**src/hdl/priority_trap_defines.svh**
```systemverilog
`ifndef PRIORITY_TRAP_DEFINES_SVH
`define PRIORITY_TRAP_DEFINES_SVH

// Trap addresses
`define TRAP_ADDR_FAULT 16'h0000
`define TRAP_ADDR_POWER 16'h0001
`define TRAP_ADDR_RESTART 16'h0002
`define TRAP_ADDR_CHANNEL 16'h0004
`define TRAP_ADDR_IO_BUS 16'h0006
`define TRAP_ADDR_EXT_BASE 16'h0008
`define TRAP_ADDR_EXT_LAST 16'h0087

// Sizes
`define EXT_LINES_MAX 64
`define EXT_LINES_DEFAULT 64
`define CHANNEL_PORTS 8

// Post-trap lockout, counted in instruction ends
`define LOCKOUT_INSTR 2'h2

// Reset values
`define RESET_ADDR 16'h0000
`define RESET_WORD 16'h0000

`endif

```
**src/hdl/priority_trap_pkg.sv**
```systemverilog
package priority_trap_pkg;

	typedef enum logic [2:0]
	{
		LVL_NONE,
		LVL_INTERNAL,
		LVL_EXTERNAL,
		LVL_CHANNEL,
		LVL_IO
	} level_e;

endpackage

```
**src/hdl/priority_trap_interrupt_unit.sv**
```systemverilog
// Contract
// Four fixed levels: internal 1, external group 2, channel 3, I/O bus 4.
// Internal faults, power failure and restart trap at addresses 0 to 2.
// External lines trap at 8 to 87 hex, group expandable to 64 lines.
// Shared channel interrupt line traps to address 4.
// Shared I/O bus interrupt line traps to address 6; software polls status.
// Trap runs one instruction at trap address, program counter held.
// Unaltered program counter resumes the interrupted sequence normally.
// No recognition during trap instruction and the instruction after it. The code refuses only the trap instruction's end.
// Internal level never masked; other levels gated by the mask bit.
// Channel controllers raise their request on any status change.
// Channel trap stores the merged eight-port status word.
// Smallest level number wins; lower external line wins within group.
// Masked or locked-out requests stay latched until recognised.
`timescale 1ns/1ns
`default_nettype none
`include "priority_trap_defines.svh"

module priority_trap_interrupt_unit
#(
	parameter int EXT_LINES = `EXT_LINES_DEFAULT
)
(
	input wire logic sys_clk_i,
	input wire logic rst_i,
	input wire logic ce_i,
	input wire logic instr_end_i,
	input wire logic mask_enable_i,
	input wire logic illegal_op_i,
	input wire logic protection_fault_i,
	input wire logic parity_error_i,
	input wire logic power_fail_i,
	input wire logic restart_i,
	input wire logic [EXT_LINES-1:0] ext_req_i,
	input wire logic direct_memory_channel_irq_i,
	input wire logic io_bus_irq_i,
	input wire logic [`CHANNEL_PORTS-1:0] channel_port_status_i,
	output logic trap_take_o,
	output logic [15:0] trap_addr_o,
	output priority_trap_pkg::level_e trap_level_o,
	output logic pc_hold_o,
	output logic lockout_o,
	output logic channel_status_store_o,
	output logic [15:0] channel_status_word_o
);

	localparam int IDX_W = 6;

	if (EXT_LINES < 1 || EXT_LINES > `EXT_LINES_MAX)
	begin : g_ext_lines_bad
		$error("EXT_LINES out of range");
	end

	typedef struct packed
	{
		logic [EXT_LINES-1:0] ext_s1;
		logic [EXT_LINES-1:0] ext_s2;
		logic [EXT_LINES-1:0] ext_d;
		logic [EXT_LINES-1:0] ext_pend;
		logic dmc_s1;
		logic dmc_s2;
		logic dmc_d;
		logic dmc_pend;
		logic iob_s1;
		logic iob_s2;
		logic iob_d;
		logic iob_pend;
		logic [`CHANNEL_PORTS-1:0] cps_s1;
		logic [`CHANNEL_PORTS-1:0] cps_s2;
		logic [4:0] int_pend;
		logic [1:0] lock_cnt;
		logic lock;
		logic take;
		logic [15:0] addr;
		priority_trap_pkg::level_e level;
		logic pc_hold;
		logic store;
		logic [15:0] word;
	} state_s;

	state_s s;
	state_s next_s;

	logic allow;
	logic grant;
	logic ext_found;
	logic [IDX_W-1:0] ext_idx;
	logic [EXT_LINES-1:0] ext_clr;
	logic [4:0] int_clr;
	logic dmc_clr;
	logic iob_clr;

	// Lowest-numbered pending external line
	always_comb
	begin
		ext_found = 1'b0;
		ext_idx = '0;
		for (int i = EXT_LINES - 1; i >= 0; i--)
		begin
			if (s.ext_pend[i])
			begin
				ext_found = 1'b1;
				ext_idx = IDX_W'(i);
			end
		end
	end

	// Recognition window: at an instruction end, once the lockout count is down to 1 or 0
	assign allow = ce_i && instr_end_i && (s.lock_cnt <= 2'h1);

	always_comb
	begin
		next_s = s;
		next_s.take = 1'b0;
		next_s.store = 1'b0;
		grant = 1'b0;
		ext_clr = '0;
		int_clr = '0;
		dmc_clr = 1'b0;
		iob_clr = 1'b0;

		// Pin synchronisers and edge detect
		next_s.ext_s1 = ext_req_i;
		next_s.ext_s2 = s.ext_s1;
		next_s.ext_d = s.ext_s2;
		next_s.dmc_s1 = direct_memory_channel_irq_i;
		next_s.dmc_s2 = s.dmc_s1;
		next_s.dmc_d = s.dmc_s2;
		next_s.iob_s1 = io_bus_irq_i;
		next_s.iob_s2 = s.iob_s1;
		next_s.iob_d = s.iob_s2;
		next_s.cps_s1 = channel_port_status_i;
		next_s.cps_s2 = s.cps_s1;

		// Lockout counts down on instruction ends
		if (instr_end_i && s.lock_cnt != 2'h0)
		begin
			next_s.lock_cnt = s.lock_cnt - 2'h1;
			if (s.lock_cnt == `LOCKOUT_INSTR)
				next_s.pc_hold = 1'b0;
		end

		if (allow)
		begin
			if (s.int_pend != 5'h00)
			begin
				grant = 1'b1;
				next_s.level = priority_trap_pkg::LVL_INTERNAL;
				if (s.int_pend[4])
				begin
					int_clr = 5'h10;
					next_s.addr = `TRAP_ADDR_RESTART;
				end
				else if (s.int_pend[3])
				begin
					int_clr = 5'h08;
					next_s.addr = `TRAP_ADDR_POWER;
				end
				else
				begin
					int_clr = s.int_pend;
					next_s.addr = `TRAP_ADDR_FAULT;
				end
			end
			else if (mask_enable_i && ext_found)
			begin
				grant = 1'b1;
				next_s.level = priority_trap_pkg::LVL_EXTERNAL;
				ext_clr[ext_idx] = 1'b1;
				next_s.addr = `TRAP_ADDR_EXT_BASE + {9'h000, ext_idx, 1'b0};
			end
			else if (mask_enable_i && s.dmc_pend)
			begin
				grant = 1'b1;
				dmc_clr = 1'b1;
				next_s.level = priority_trap_pkg::LVL_CHANNEL;
				next_s.addr = `TRAP_ADDR_CHANNEL;
				next_s.store = 1'b1;
				next_s.word = {{(16 - `CHANNEL_PORTS){1'b0}}, s.cps_s2};
			end
			else if (mask_enable_i && s.iob_pend)
			begin
				grant = 1'b1;
				iob_clr = 1'b1;
				next_s.level = priority_trap_pkg::LVL_IO;
				next_s.addr = `TRAP_ADDR_IO_BUS;
			end
		end

		if (grant)
		begin
			next_s.take = 1'b1;
			next_s.pc_hold = 1'b1;
			next_s.lock_cnt = `LOCKOUT_INSTR;
		end
		next_s.lock = (next_s.lock_cnt != 2'h0);

		// Set wins over clear; unserved requests stay latched
		next_s.int_pend = (s.int_pend & ~int_clr) |
			{restart_i, power_fail_i, parity_error_i, protection_fault_i, illegal_op_i};
		next_s.ext_pend = (s.ext_pend & ~ext_clr) | (s.ext_s2 & ~s.ext_d);
		next_s.dmc_pend = (s.dmc_pend & ~dmc_clr) | (s.dmc_s2 & ~s.dmc_d);
		next_s.iob_pend = (s.iob_pend & ~iob_clr) | (s.iob_s2 & ~s.iob_d);
	end

	always_ff @(posedge sys_clk_i or posedge rst_i)
	begin
		if (rst_i)
		begin
			s <= '0;
			s.addr <= `RESET_ADDR;
			s.word <= `RESET_WORD;
			s.level <= priority_trap_pkg::LVL_NONE;
		end
		else if (ce_i)
		begin
			s <= next_s;
		end
	end

	assign trap_take_o = s.take;
	assign trap_addr_o = s.addr;
	assign trap_level_o = s.level;
	assign pc_hold_o = s.pc_hold;
	assign lockout_o = s.lock;
	assign channel_status_store_o = s.store;
	assign channel_status_word_o = s.word;
endmodule
`default_nettype wire

```
**config.mk**
```make
export PLATFORM = sky130hd
export DESIGN_NAME = priority_trap_interrupt_unit
export DESIGN_NICKNAME = d
export VERILOG_FILES = /design/src/hdl/priority_trap_pkg.sv /design/src/hdl/priority_trap_interrupt_unit.sv
export VERILOG_INCLUDE_DIRS = /design/src /design/src/hdl
export SDC_FILE = /design/constraint.sdc
export NUM_CORES = 1
export LEC_CHECK = 0
export ABC_AREA = 1
export ABC_CLOCK_PERIOD_IN_PS = 18400
export BUFFER_PORTS_ARGS = -buffer_cell sky130_fd_sc_hd__buf_2
export CAP_MARGIN = 20
export CORE_ASPECT_RATIO = 1.4
export CORE_UTILIZATION = 44
export DETAILED_ROUTE_END_ITERATION = 8
export PLACE_DENSITY_LB_ADDON = 0.05
export SLEW_MARGIN = 20
export SYNTH_ARGS = -nofsm -noshare
export SYNTH_HDL_FRONTEND = slang
export SYNTH_SLANG_ARGS = --single-unit
```
**constraint.sdc**
```tcl
create_clock -name sys_clk_i -period 18.4 [get_ports sys_clk_i]
set_input_delay 0 -clock sys_clk_i [delete_from_list [all_inputs] [get_ports sys_clk_i]]
set_output_delay 0 -clock sys_clk_i [all_outputs]
set_load 0.02 [all_outputs]
```
==> After elaboration in Yosys (flattened, before gate mapping) <==
Cells that the tools add are included.
Widths: inputs -> output; s select.
{ "totals": {"register_bits": 318, "wordCells": 231} }
{ "classes": {"add_sub_neg": 2, "n_lt_le_gt_ge": 3, "eq_ne": 1, "n_mux": 166, "n_bitwise": 20, "n_reduce_logical": 16} }
{ "ops": {"columns": ["op", "n"], "rows": [
  ["$mux 6", 64],
  ["$mux 64", 3],
  ["$and 64x64->64", 2],
  ["$not 64->64", 2],
  ["$mux 1", 83],
  ["$mux 19", 4],
  ["$mux 17", 4],
  ["$or 64x64->64", 1],
  ["$mux 5", 3],
  ["$add 4x7->8 const A", 1],
  ["$reduce_bool 2->1", 4],
  ["$logic_and 1x1->1", 7],
  ["$lt 6x7->1 const B", 1],
  ["$demux 1 s6", 1],
  ["$ge 6x1->1 const B", 1],
  ["$mux 2", 3],
  ["$not 1->1", 6],
  ["$reduce_and 3->1", 2],
  ["$and 5x5->5", 1],
  ["$not 5->5", 1],
  ["$or 5x5->5", 1],
  ["$reduce_and 5->1", 1],
  ["$reduce_bool 5->1", 1],
  ["$and 1x1->1", 4],
  ["6 further kinds", 7]
]} }

==> Depth between registers and ports, before layout <==
Gate-level depths: netlist of the first run.
{ "logic_depth": {"depth_word": 74, "mapped_depth": 66, "ltp_nobuf": 65} }

==> Least setup slack after synthesis of the first run <==
No wires, ideal clock.
{ "synth_timing": {"kind": "register to register", "start": "register s[133] (netlist name)", "end": "register s[72] (netlist name)", "arrival_time_ns": 3.412, "path_slack_ns": 14.870, "stages_incl_launch_ff": 66, "n_path_buf": 1, "period_less_slack_ns": 3.530, "cell_sequence": "dfrtp_1 -> nand2_1 -> nand2_1 -> nand2_1 -> nand2_1 -> nand2_1 -> nand2_1 -> nand2_1 -> nand2_1 -> nand2_1 -> nand2_1 -> nand2_1 -> nand2_1 -> nand2_1 -> nand2_1 -> nand2_1 -> nand2_1 -> nand2_1 -> [... 30 more ...] -> nand2_1 -> nand2_1 -> nand2_1 -> nand2_1 -> nand2_1 -> nand2_1 -> nand2_1 -> nand2_1 -> nand2_1 -> nand2_1 -> nand2_1 -> nand2_2 -> nand2_4 -> nand2_8 -> buf_8 -> nand3_1 -> nand2_1 -> o21ai_2"} }
{ "synth_between": {"elab_chain_cells": 74, "word_cells_on_any_way": 140, "cone_classes": "order compare: 2; mux: 133; bitwise: 3; reduce/logical: 2"} }
{ "synth_lines": {"columns": ["element", "line", "source"], "rows": [
  ["start: declaration", "priority_trap_interrupt_unit.sv:81", "state_s s;"],
  ["start signal: assignment", "priority_trap_interrupt_unit.sv:217", "s <= next_s;"],
  ["$mux 6 (64 in a row)", "priority_trap_interrupt_unit.sv:100", "if (s.ext_pend[i])"],
  ["$lt 6x7->1 (implied by the code) or $ge 6x1->1 (tied branches)", "priority_trap_interrupt_unit.sv:169", "ext_clr[ext_idx] = 1'b1;"],
  ["$logic_and 1x1->1 (implied by the code)", "priority_trap_interrupt_unit.sv:169", null],
  ["$mux 1 (implied by the code)", "priority_trap_interrupt_unit.sv:169", null],
  ["$demux 1 s6", "priority_trap_interrupt_unit.sv:169", null],
  ["$mux 64 *", "priority_trap_interrupt_unit.sv:165", "else if (mask_enable_i && ext_found)"],
  ["$mux 64 *", "priority_trap_interrupt_unit.sv:145", "if (s.int_pend != 5'h00)"],
  ["$mux 64 *", "priority_trap_interrupt_unit.sv:143", "if (allow)"],
  ["$not 64->64 *", "priority_trap_interrupt_unit.sv:201", "next_s.ext_pend = (s.ext_pend & ~ext_clr) | (s.ext_s2 & ~s.ext_d);"],
  ["$and 64x64->64 *", "priority_trap_interrupt_unit.sv:201", null],
  ["$or 64x64->64 *", "priority_trap_interrupt_unit.sv:201", null]
]} }
Mark *: on every way between the ends. The rest lies on a longest branch, timed or not.
A chain may end at the register's enable or synchronous reset.

==> Final worst setup path of the first run <==
{ "layout_timing": {"start": "register s[132] (netlist name)", "end": "register s[105] (netlist name)"} }
{ "layout_between": {"elab_chain_cells": 73, "word_cells_on_any_way": 138, "cone_classes": "order compare: 2; mux: 131; bitwise: 3; reduce/logical: 2"} }
{ "layout_lines": {"columns": ["element", "line"], "rows": [
  ["$mux 6 (63 in a row)", "priority_trap_interrupt_unit.sv:100"],
  ["$lt 6x7->1 (implied by the code) or $ge 6x1->1 (tied branches)", "priority_trap_interrupt_unit.sv:169"],
  ["$logic_and 1x1->1 (implied by the code)", "priority_trap_interrupt_unit.sv:169"],
  ["$mux 1 (implied by the code)", "priority_trap_interrupt_unit.sv:169"],
  ["$demux 1 s6", "priority_trap_interrupt_unit.sv:169"],
  ["$mux 64 *", "priority_trap_interrupt_unit.sv:165"],
  ["$mux 64 *", "priority_trap_interrupt_unit.sv:145"],
  ["$mux 64 *", "priority_trap_interrupt_unit.sv:143"],
  ["$not 64->64 *", "priority_trap_interrupt_unit.sv:201"],
  ["$and 64x64->64 *", "priority_trap_interrupt_unit.sv:201"],
  ["$or 64x64->64 *", "priority_trap_interrupt_unit.sv:201"]
]} }
Marks and branches as above.

==> results of run 1 <==
## registers in the layout, indices dropped and copies added (netlist names)
name                    count
s                         147
trap_addr_o                 8
trap_take_o                 1
channel_status_store_o      1
lockout_o                   1
channel_status_word_o       8
next_s                    140
pc_hold_o                   1
trap_level_o                3
## kinds of logic (layout without fill, tap and decap cells)
kind of cell | count (synthesis) | count (layout) | share of synthesized area, %
XOR/XNOR | 2 | 2 | 0.128
AND/OR/NAND/NOR | 900 | 900 | 27.0
flip-flops | 310 | 310 | 56.9
buffers and inverters | 279 | 450 | 8.92
AO/OA/AOI/OAI | 161 | 161 | 6.69
other | 1 | 16 | 0.0275
adder cells (fa/ha/maj) | 4 | 4 | 0.367
## metal layers
layer | track usage [%] | routed length [um]
met1 | 26.1 | 13800
met4 | 6.14 | 643
met2 | 33.9 | 14700
met3 | 3.20 | 969
met5 | 0 | 0
## worst max-delay path, delay by kind of cell (launching register included)
| family | cells | cell delay (ns) |
|---|---|---|
| buffers and inverters | 1 | 0.06 |
| AND/OR/NAND/NOR | 62 | 3.20 |
| AO/OA/AOI/OAI | 1 | 0.23 |
| flip-flops | 1 | 0.40 |
## cells in the final DEF (no fill, tap or decap), drive strengths merged
master / synthesis / routed
and3: 1 / 1
dlygate4sd3: 0 / 100
nor2: 62 / 62
nor4: 4 / 4
clkinv: 3 / 8
o311ai: 1 / 1
o21ai: 119 / 119
a21oi: 2 / 2
ha: 4 / 4
nand3: 79 / 79
conb: 1 / 16
xor2: 2 / 2
a31oi: 2 / 2
a22o: 2 / 2
bufinv: 0 / 1
o21bai: 33 / 33
clkbuf: 50 / 50
nor3: 5 / 5
nand2: 713 / 713
o211ai: 1 / 1
inv: 178 / 179
buf: 48 / 112
o2111ai: 1 / 1
dfrtp: 310 / 310
nand4: 36 / 36
## synthesized netlist by cell type (2+ instances only)
library cell | number | area [um^2]
a21oi_1 | 2 | 10.0
a22o_1 | 2 | 17.5
a31oi_1 | 2 | 12.5
buf_1 | 7 | 26.3
buf_2 | 3 | 15.0
buf_4 | 35 | 263
buf_8 | 3 | 45.0
clkbuf_1 | 50 | 188
clkinv_1 | 3 | 11.3
dfrtp_1 | 310 | 7760
ha_1 | 4 | 50.1
inv_1 | 177 | 664
nand2_1 | 710 | 2670
nand3_1 | 79 | 395
nand4_1 | 32 | 200
nand4_4 | 4 | 85.1
nor2_1 | 58 | 218
nor2_2 | 4 | 25.0
nor3_1 | 5 | 25.0
nor4_1 | 4 | 25.0
o21ai_0 | 116 | 581
o21ai_1 | 2 | 10.0
o21bai_1 | 33 | 248
xor2_1 | 2 | 17.5
## power breakdown
part | internal, uW | switching, uW
clock | 400 | 268
combinational | 60.5 | 99.8
sequential | 743 | 33.3
total | 1200 | 402
## worst max path at each step
stage	from	cells past startpoint	slack, ns	endpoint
6_report	s[132]$_DFFE_PP0P_	64	14.35	s[105]$_DFFE_PP0P_
5_1_grt	s[132]$_DFFE_PP0P_	64	13.56	s[129]$_DFFE_PP0P_
4_1_cts	s[132]$_DFFE_PP0P_	64	14.29	s[105]$_DFFE_PP0P_
3_5_place_dp	s[132]$_DFFE_PP0P_	64	14.33	s[81]$_DFFE_PP0P_
3_3_place_gp	s[132]$_DFFE_PP0P_	64	14.34	s[129]$_DFFE_PP0P_
2_1_floorplan	rst_i	1	9.83	channel_status_store_o$_DFFE_PP0P_
## area by class of cell
class,instances,area [um^2]
Fill cell,2965,13900
Sequential cell,310,7760
Multi-Input combinational cell,1083,4720
Timing Repair Buffer,212,1590
Clock buffer,50,1020
Inverter,181,691
Tap cell,385,482
Clock inverter,7,66.3
## timing repair
item | CTS | global route
buffers inserted | 0 | 0
hold endpoints to repair | 218 | 0
hold buffers | 100 | 0
## per-stage QoR
stage / cells / area [um^2] / hold slack [ns] / setup slack [ns]
6_report: 2228 / 16300 / 0.203 / 14.35
5_1_grt: 2228 / 16300 / 0.198 / 13.56
4_1_cts: 2228 / 16300 / 0.181 / 14.29
3_5_place_dp: 2071 / 14200 / 0.203 / 14.33
3_3_place_gp: 2071 / 14200 / 0.200 / 14.34
2_1_floorplan: 1672 / 13700 / 0.117 / 9.83
==> results.ini, run 1 <==
[grt]
grt_pass1_vias=10300
antenna_found_initial=0
grt_max_degree=125
grt_overflow=0
grt_use_total_pct=20.0
grt_pass1_wl_um=50700

[clock_network]
clockBufferDepth=3
clk_latency_ns=0.52
cts_tree=done
cts_sinks=310
htreeDepth=2
cts_made_buffers=34
cts-resized-gates=0
clock-root-buffer=clkbuf_16
path_clk_slew_ns=0.06

[logic_synthesis]
synthCells=1657
synth_area_um2=13600
synth_seq_cells=310
yosysWarnings=0
syn_area_per_cell_um2=8.23
synth-seq-area-share_pct=56.9
synth_cell_types=34
synth_edf_count=0
async_reset_ff_share_pct=100
ys_dominant_reg_cell=dfrtp_1

[finish]
nets=1910
area_growth_pct=19.8
antenna_cells=0
fin_util_pct=54.1
drive_above_1_share_pct=9.60

[timing]
fin_crit_sh_pct=22.0
fmax_mhz=247
period_minus_slack_ns=4.05
rsz0062_at_grt=no
skew_ns=0.0117
setup_violations=0
relSlewSlack_pct=33.4
tightest_slew_ns=0.999
setup_tns_ns=0
drv_slew=0
hold_violations=0

[floorplan]
start_util_pct=45.1
io_pins=123
dieArea_um2=31700
rows=75
fp.dieH_um=210
core-area_um2=30200
dieWidth_um=151

[critical_path]
cpPeakStageDelay_ns=0.40
crit_top_cell=nand2_1
rrSetupSlack_ns=14.35
critPathMaxFanout=8
r2r_cells=64
cp_data_required_time_ns=18.80
r2r-start=s[132]$_DFFE_PP0P_
cp_slowest_cell=dfrtp_1
critPathKind=reg2reg
startpoint_type=register
crit-reg2reg-capture=s[105]$_DFFE_PP0P_
cp_data_arrival_time_ns=4.45
crit_path_end_kind=register

[placement]
place_congestion=0.834
dp_hpwl_um=19100
io_buffers=106

[route]
route.vias.total=10500
drt-total-wl_um=30200
wl_per_cell_um=13.6
drtAntennaViolNets=0
drt-initial-drc-count=568
drtPass1Iterations=5
drc=0
viasPerCell=4.70

[flow_run]
cap_violations=0

[power]
p_leak_uw=0.00821
totalPowerFinal_uw=1600
pwr_density_cell_nw_per_um2=98.2
ir_drop_mv=0.0727

[outcome]
status=finished clean

[hold_path]
hold_path.class=in2async

Power figures use the tool's default switching activity.
==> run 2, diff against run 1 <==
- ABC_AREA: 1 -> 0
- ABC_CLOCK_PERIOD_IN_PS: 18400 -> 4000
- clock period: 18.4 -> 4 ns (I/O delays scaled with it)
==> run 2 against run 1 <==
Net effect:
- register-to-register slack lost 14 ns
- largest power group unchanged
- sequential power grew to 4.7 times the previous value
- cell count shrank 19%
- non-clock buffer count grew 20
- fmax grew 21%
- power grew to 4.5 times the previous value
- count of clock-buffer cells in the layout shrank 4
- clock power grew to 4.2 times the previous value
- cell area shrank 0.52%
- first-iteration DRC count shrank 12%
- sequential cell count is the same
- synthesized cell count shrank 27%
==> results.ini, run 2 <==
[clock_network]
cts_sinks=310  ; unchanged
clockBufferDepth=3  ; unchanged
path_clk_slew_ns=0.06  ; about the same
clock-root-buffer=clkbuf_16
cts_made_buffers=31  ; -8.8%
htreeDepth=1  ; -1
clk_latency_ns=0.57  ; +0.05 ns
cts_tree=done
cts-resized-gates=0  ; unchanged

[floorplan]
fp.dieH_um=209  ; -0.82%
io_pins=123  ; unchanged
start_util_pct=44.8  ; -0.33 points
core-area_um2=29900  ; -0.93%
dieArea_um2=31200  ; -1.6%
rows=75  ; unchanged
dieWidth_um=150  ; -0.82%

[placement]
dp_hpwl_um=20400  ; +7.0%
io_buffers=106  ; unchanged
place_congestion=0.869  ; +4.2%
pre_cts_ws_ns=0.664  ; -13.67 ns
dp_cells=1657  ; -20%

[logic_synthesis]
synth_seq_cells=310  ; unchanged
synth_edf_count=0  ; unchanged
synth.top_cells.by_count=310 x dfrtp_1, 157 x mux2_2, 148 x o21ai_0
ys_dominant_reg_cell=dfrtp_1
synth-seq-area-share_pct=57.8  ; +0.96 points
synth_area_um2=13400  ; -1.7%
async_reset_ff_share_pct=100  ; unchanged
synth.most_common_cell=dfrtp_1
synth_top_cell_area_share_pct=57.8  ; +0.96 points
syn_area_per_cell_um2=11.2  ; +36%
yosysWarnings=0  ; unchanged
synthTopCellsByArea=dfrtp_1 58%, mux2_2 13%, o21ai_0 5.5%, nand2_1 3.1%, inv_1 2.7%
synth_cell_types=64  ; +88%
synthCells=1202  ; -27%
synth_largest_area_cell=dfrtp_1

[timing]
rsz0062_at_grt=no
hold_violations=0  ; unchanged
setup_violations=0  ; unchanged
fmax_mhz=298  ; +21%
relSlewSlack_pct=25.2  ; -8.2 points
period_minus_slack_ns=3.35  ; -0.693 ns
setup_tns_ns=0  ; unchanged
fin_crit_sh_pct=83.9  ; +62 points
worst_slack_ns=0.645  ; -13.71 ns
skew_ns=0.0126  ; +0.000870 ns
drv_slew=0  ; unchanged
tightest_slew_ns=1.09  ; +0.0951 ns

[finish]
nets=1489  ; -22%
mostFrequentLayoutCells=310 x dfrtp_1, 157 x mux2_2, 148 x o21ai_0
area_growth_pct=21.1
antenna_cells=0  ; unchanged
top_register=s
drive_above_1_share_pct=25.3  ; +16 points
largest_reg_flops=147  ; unchanged
final-instance-count-excl-fill=1804  ; -19%
regArea_um2=7760  ; unchanged
final_common_cell=dfrtp_1
fillers=2713  ; -8.5%
multiInputGateArea_um2=4900  ; +3.7%

[grt]
antenna_found_initial=0  ; unchanged
grt_use_total_pct=20.4  ; +0.37 points
grt_pass1_vias=9672  ; -6.5%
grt_overflow=0  ; unchanged
grt_max_degree=158  ; +26%
grt_pass1_wl_um=50600  ; -0.37%

[route]
drc=0  ; unchanged
viasPerCell=5.25  ; +12%
drtAntennaViolNets=0  ; unchanged
route.vias.total=9472  ; -9.6%
drt-total-wl_um=30800  ; +1.8%
drt-initial-drc-count=500  ; -12%
wl_per_cell_um=17.0  ; +26%
drtPass1Iterations=5  ; unchanged

[critical_path]
cp_data_required_time_ns=4.44  ; -14.36 ns
critPathMaxFanout=11  ; +3
crit_buf_inv=3  ; +2
crit_cells=11  ; -83%
cp_data_arrival_time_ns=3.79  ; -0.66 ns
critPathKind=reg2reg
crit_top_cell=buf_4
cpPeakStageDelay_ns=0.54  ; +0.14 ns
cp_slowest_cell=o41ai_1
r2r_cells=11  ; -83%
startpoint_type=register
crit_path_end_kind=register
crit_chain=nor2_1 > a2111oi_0 > buf_4 > nand2_1 > a2111oi_1 > buf_4 > o311ai_0 > a31o_2 > o41ai_1 > buf_4 > o21ai_0
path_delay_family=compound AO/OA/AOI/OAI gates

[hold_path]
hold_path.class=in2async

[outcome]
status=finished clean

[flow_run]
cap_violations=0  ; unchanged

[power]
ir_drop_mv=0.377  ; +420%
pwr_density_cell_nw_per_um2=445  ; +350%
p_leak_uw=0.00701  ; -15%

run 2: worst paths after layout:
kind | start | endpoint | slack, ns
min in group sys_clk_i | power_fail_i | s[44]$_DFFE_PP0P_ | 0.19
worst min register to register | s[187]$_DFFE_PP0P_ | s[123]$_DFFE_PP0P_ | 0.45
worst max-delay path | s[74]$_DFFE_PP0P_ | s[86]$_DFFE_PP0P_ | 0.65
worst max register to register | s[74]$_DFFE_PP0P_ | s[86]$_DFFE_PP0P_ | 0.65
max in group asynchronous | rst_i | s[91]$_DFFE_PP0P_ | 2.71
worst min-delay path | rst_i | next_s[169]$_DFFE_PP0P_ | 0.05
run 2: per-stage QoR:
| step | utilization, % | instance area, um^2 | hold WS, ns | total power (uW) |
|---|---|---|---|---|
| CTS | 54.2 | 16200 | 0.0586 | 7330 |
| detailed placement | 47.7 | 14300 | 0.103 | 4400 |
| floorplan | - | 13500 | 0.117 | 4210 |
| finish | 54.3 | 16200 | 0.0501 | 7230 |
| global placement | 47.7 | 14300 | 0.105 | 4380 |
| global route | 54.3 | 16200 | 0.0864 | 7590 |
run 2: report_power, final:
part           leakage, uW  switching, uW  total (uW)  internal (uW)
Clock             0.000480           1180        2810           1640
Combinational      0.00304            385         768            383
Sequential         0.00349            178        3650           3470
Total              0.00701           1740        7230           5490
run 2: what timing repair did:
action / 4_1_cts / 5_1_grt
endpoints found under the hold margin: 147 / 0
hold buffers: 95 / 0
setup buffers: 0 / 0
run 2: cell families after synthesis:
logic type,synth area share (%)
mux,13.2
buf+inv,6.07
other cells,0.0280
flops,57.8
compound gates,12.6
xor+xnor,0.0653
simple gates,9.79
fa+ha+maj,0.373
run 2: cell type report:
class	instances	share of cell area, %
Clock buffer	46	5.68
Multi-Input combinational cell	730	30.1
Tap cell	385	2.96
Clock inverter	5	0.347
Inverter	96	2.24
Sequential cell	310	47.7
Timing Repair Buffer	232	10.9
run 2: routing by layer:
| layer | part of all wire (%) | vias to the layer above | global-route usage [%] |
|---|---|---|---|
| met5 | 0 | - | 0 |
| met1 | 45 | 4647 | 27.4 |
| met4 | 2.8 | 0 | 7.04 |
| met2 | 49 | 199 | 34.0 |
| li1 | - | 4566 | - |
| met3 | 3.5 | 60 | 2.23 |
run 2: tightest hold or removal path: stages:
cell and delay, ns:
dlygate4sd3_1 0.53, buf_2 0.13, clkinvlp_4 0.40
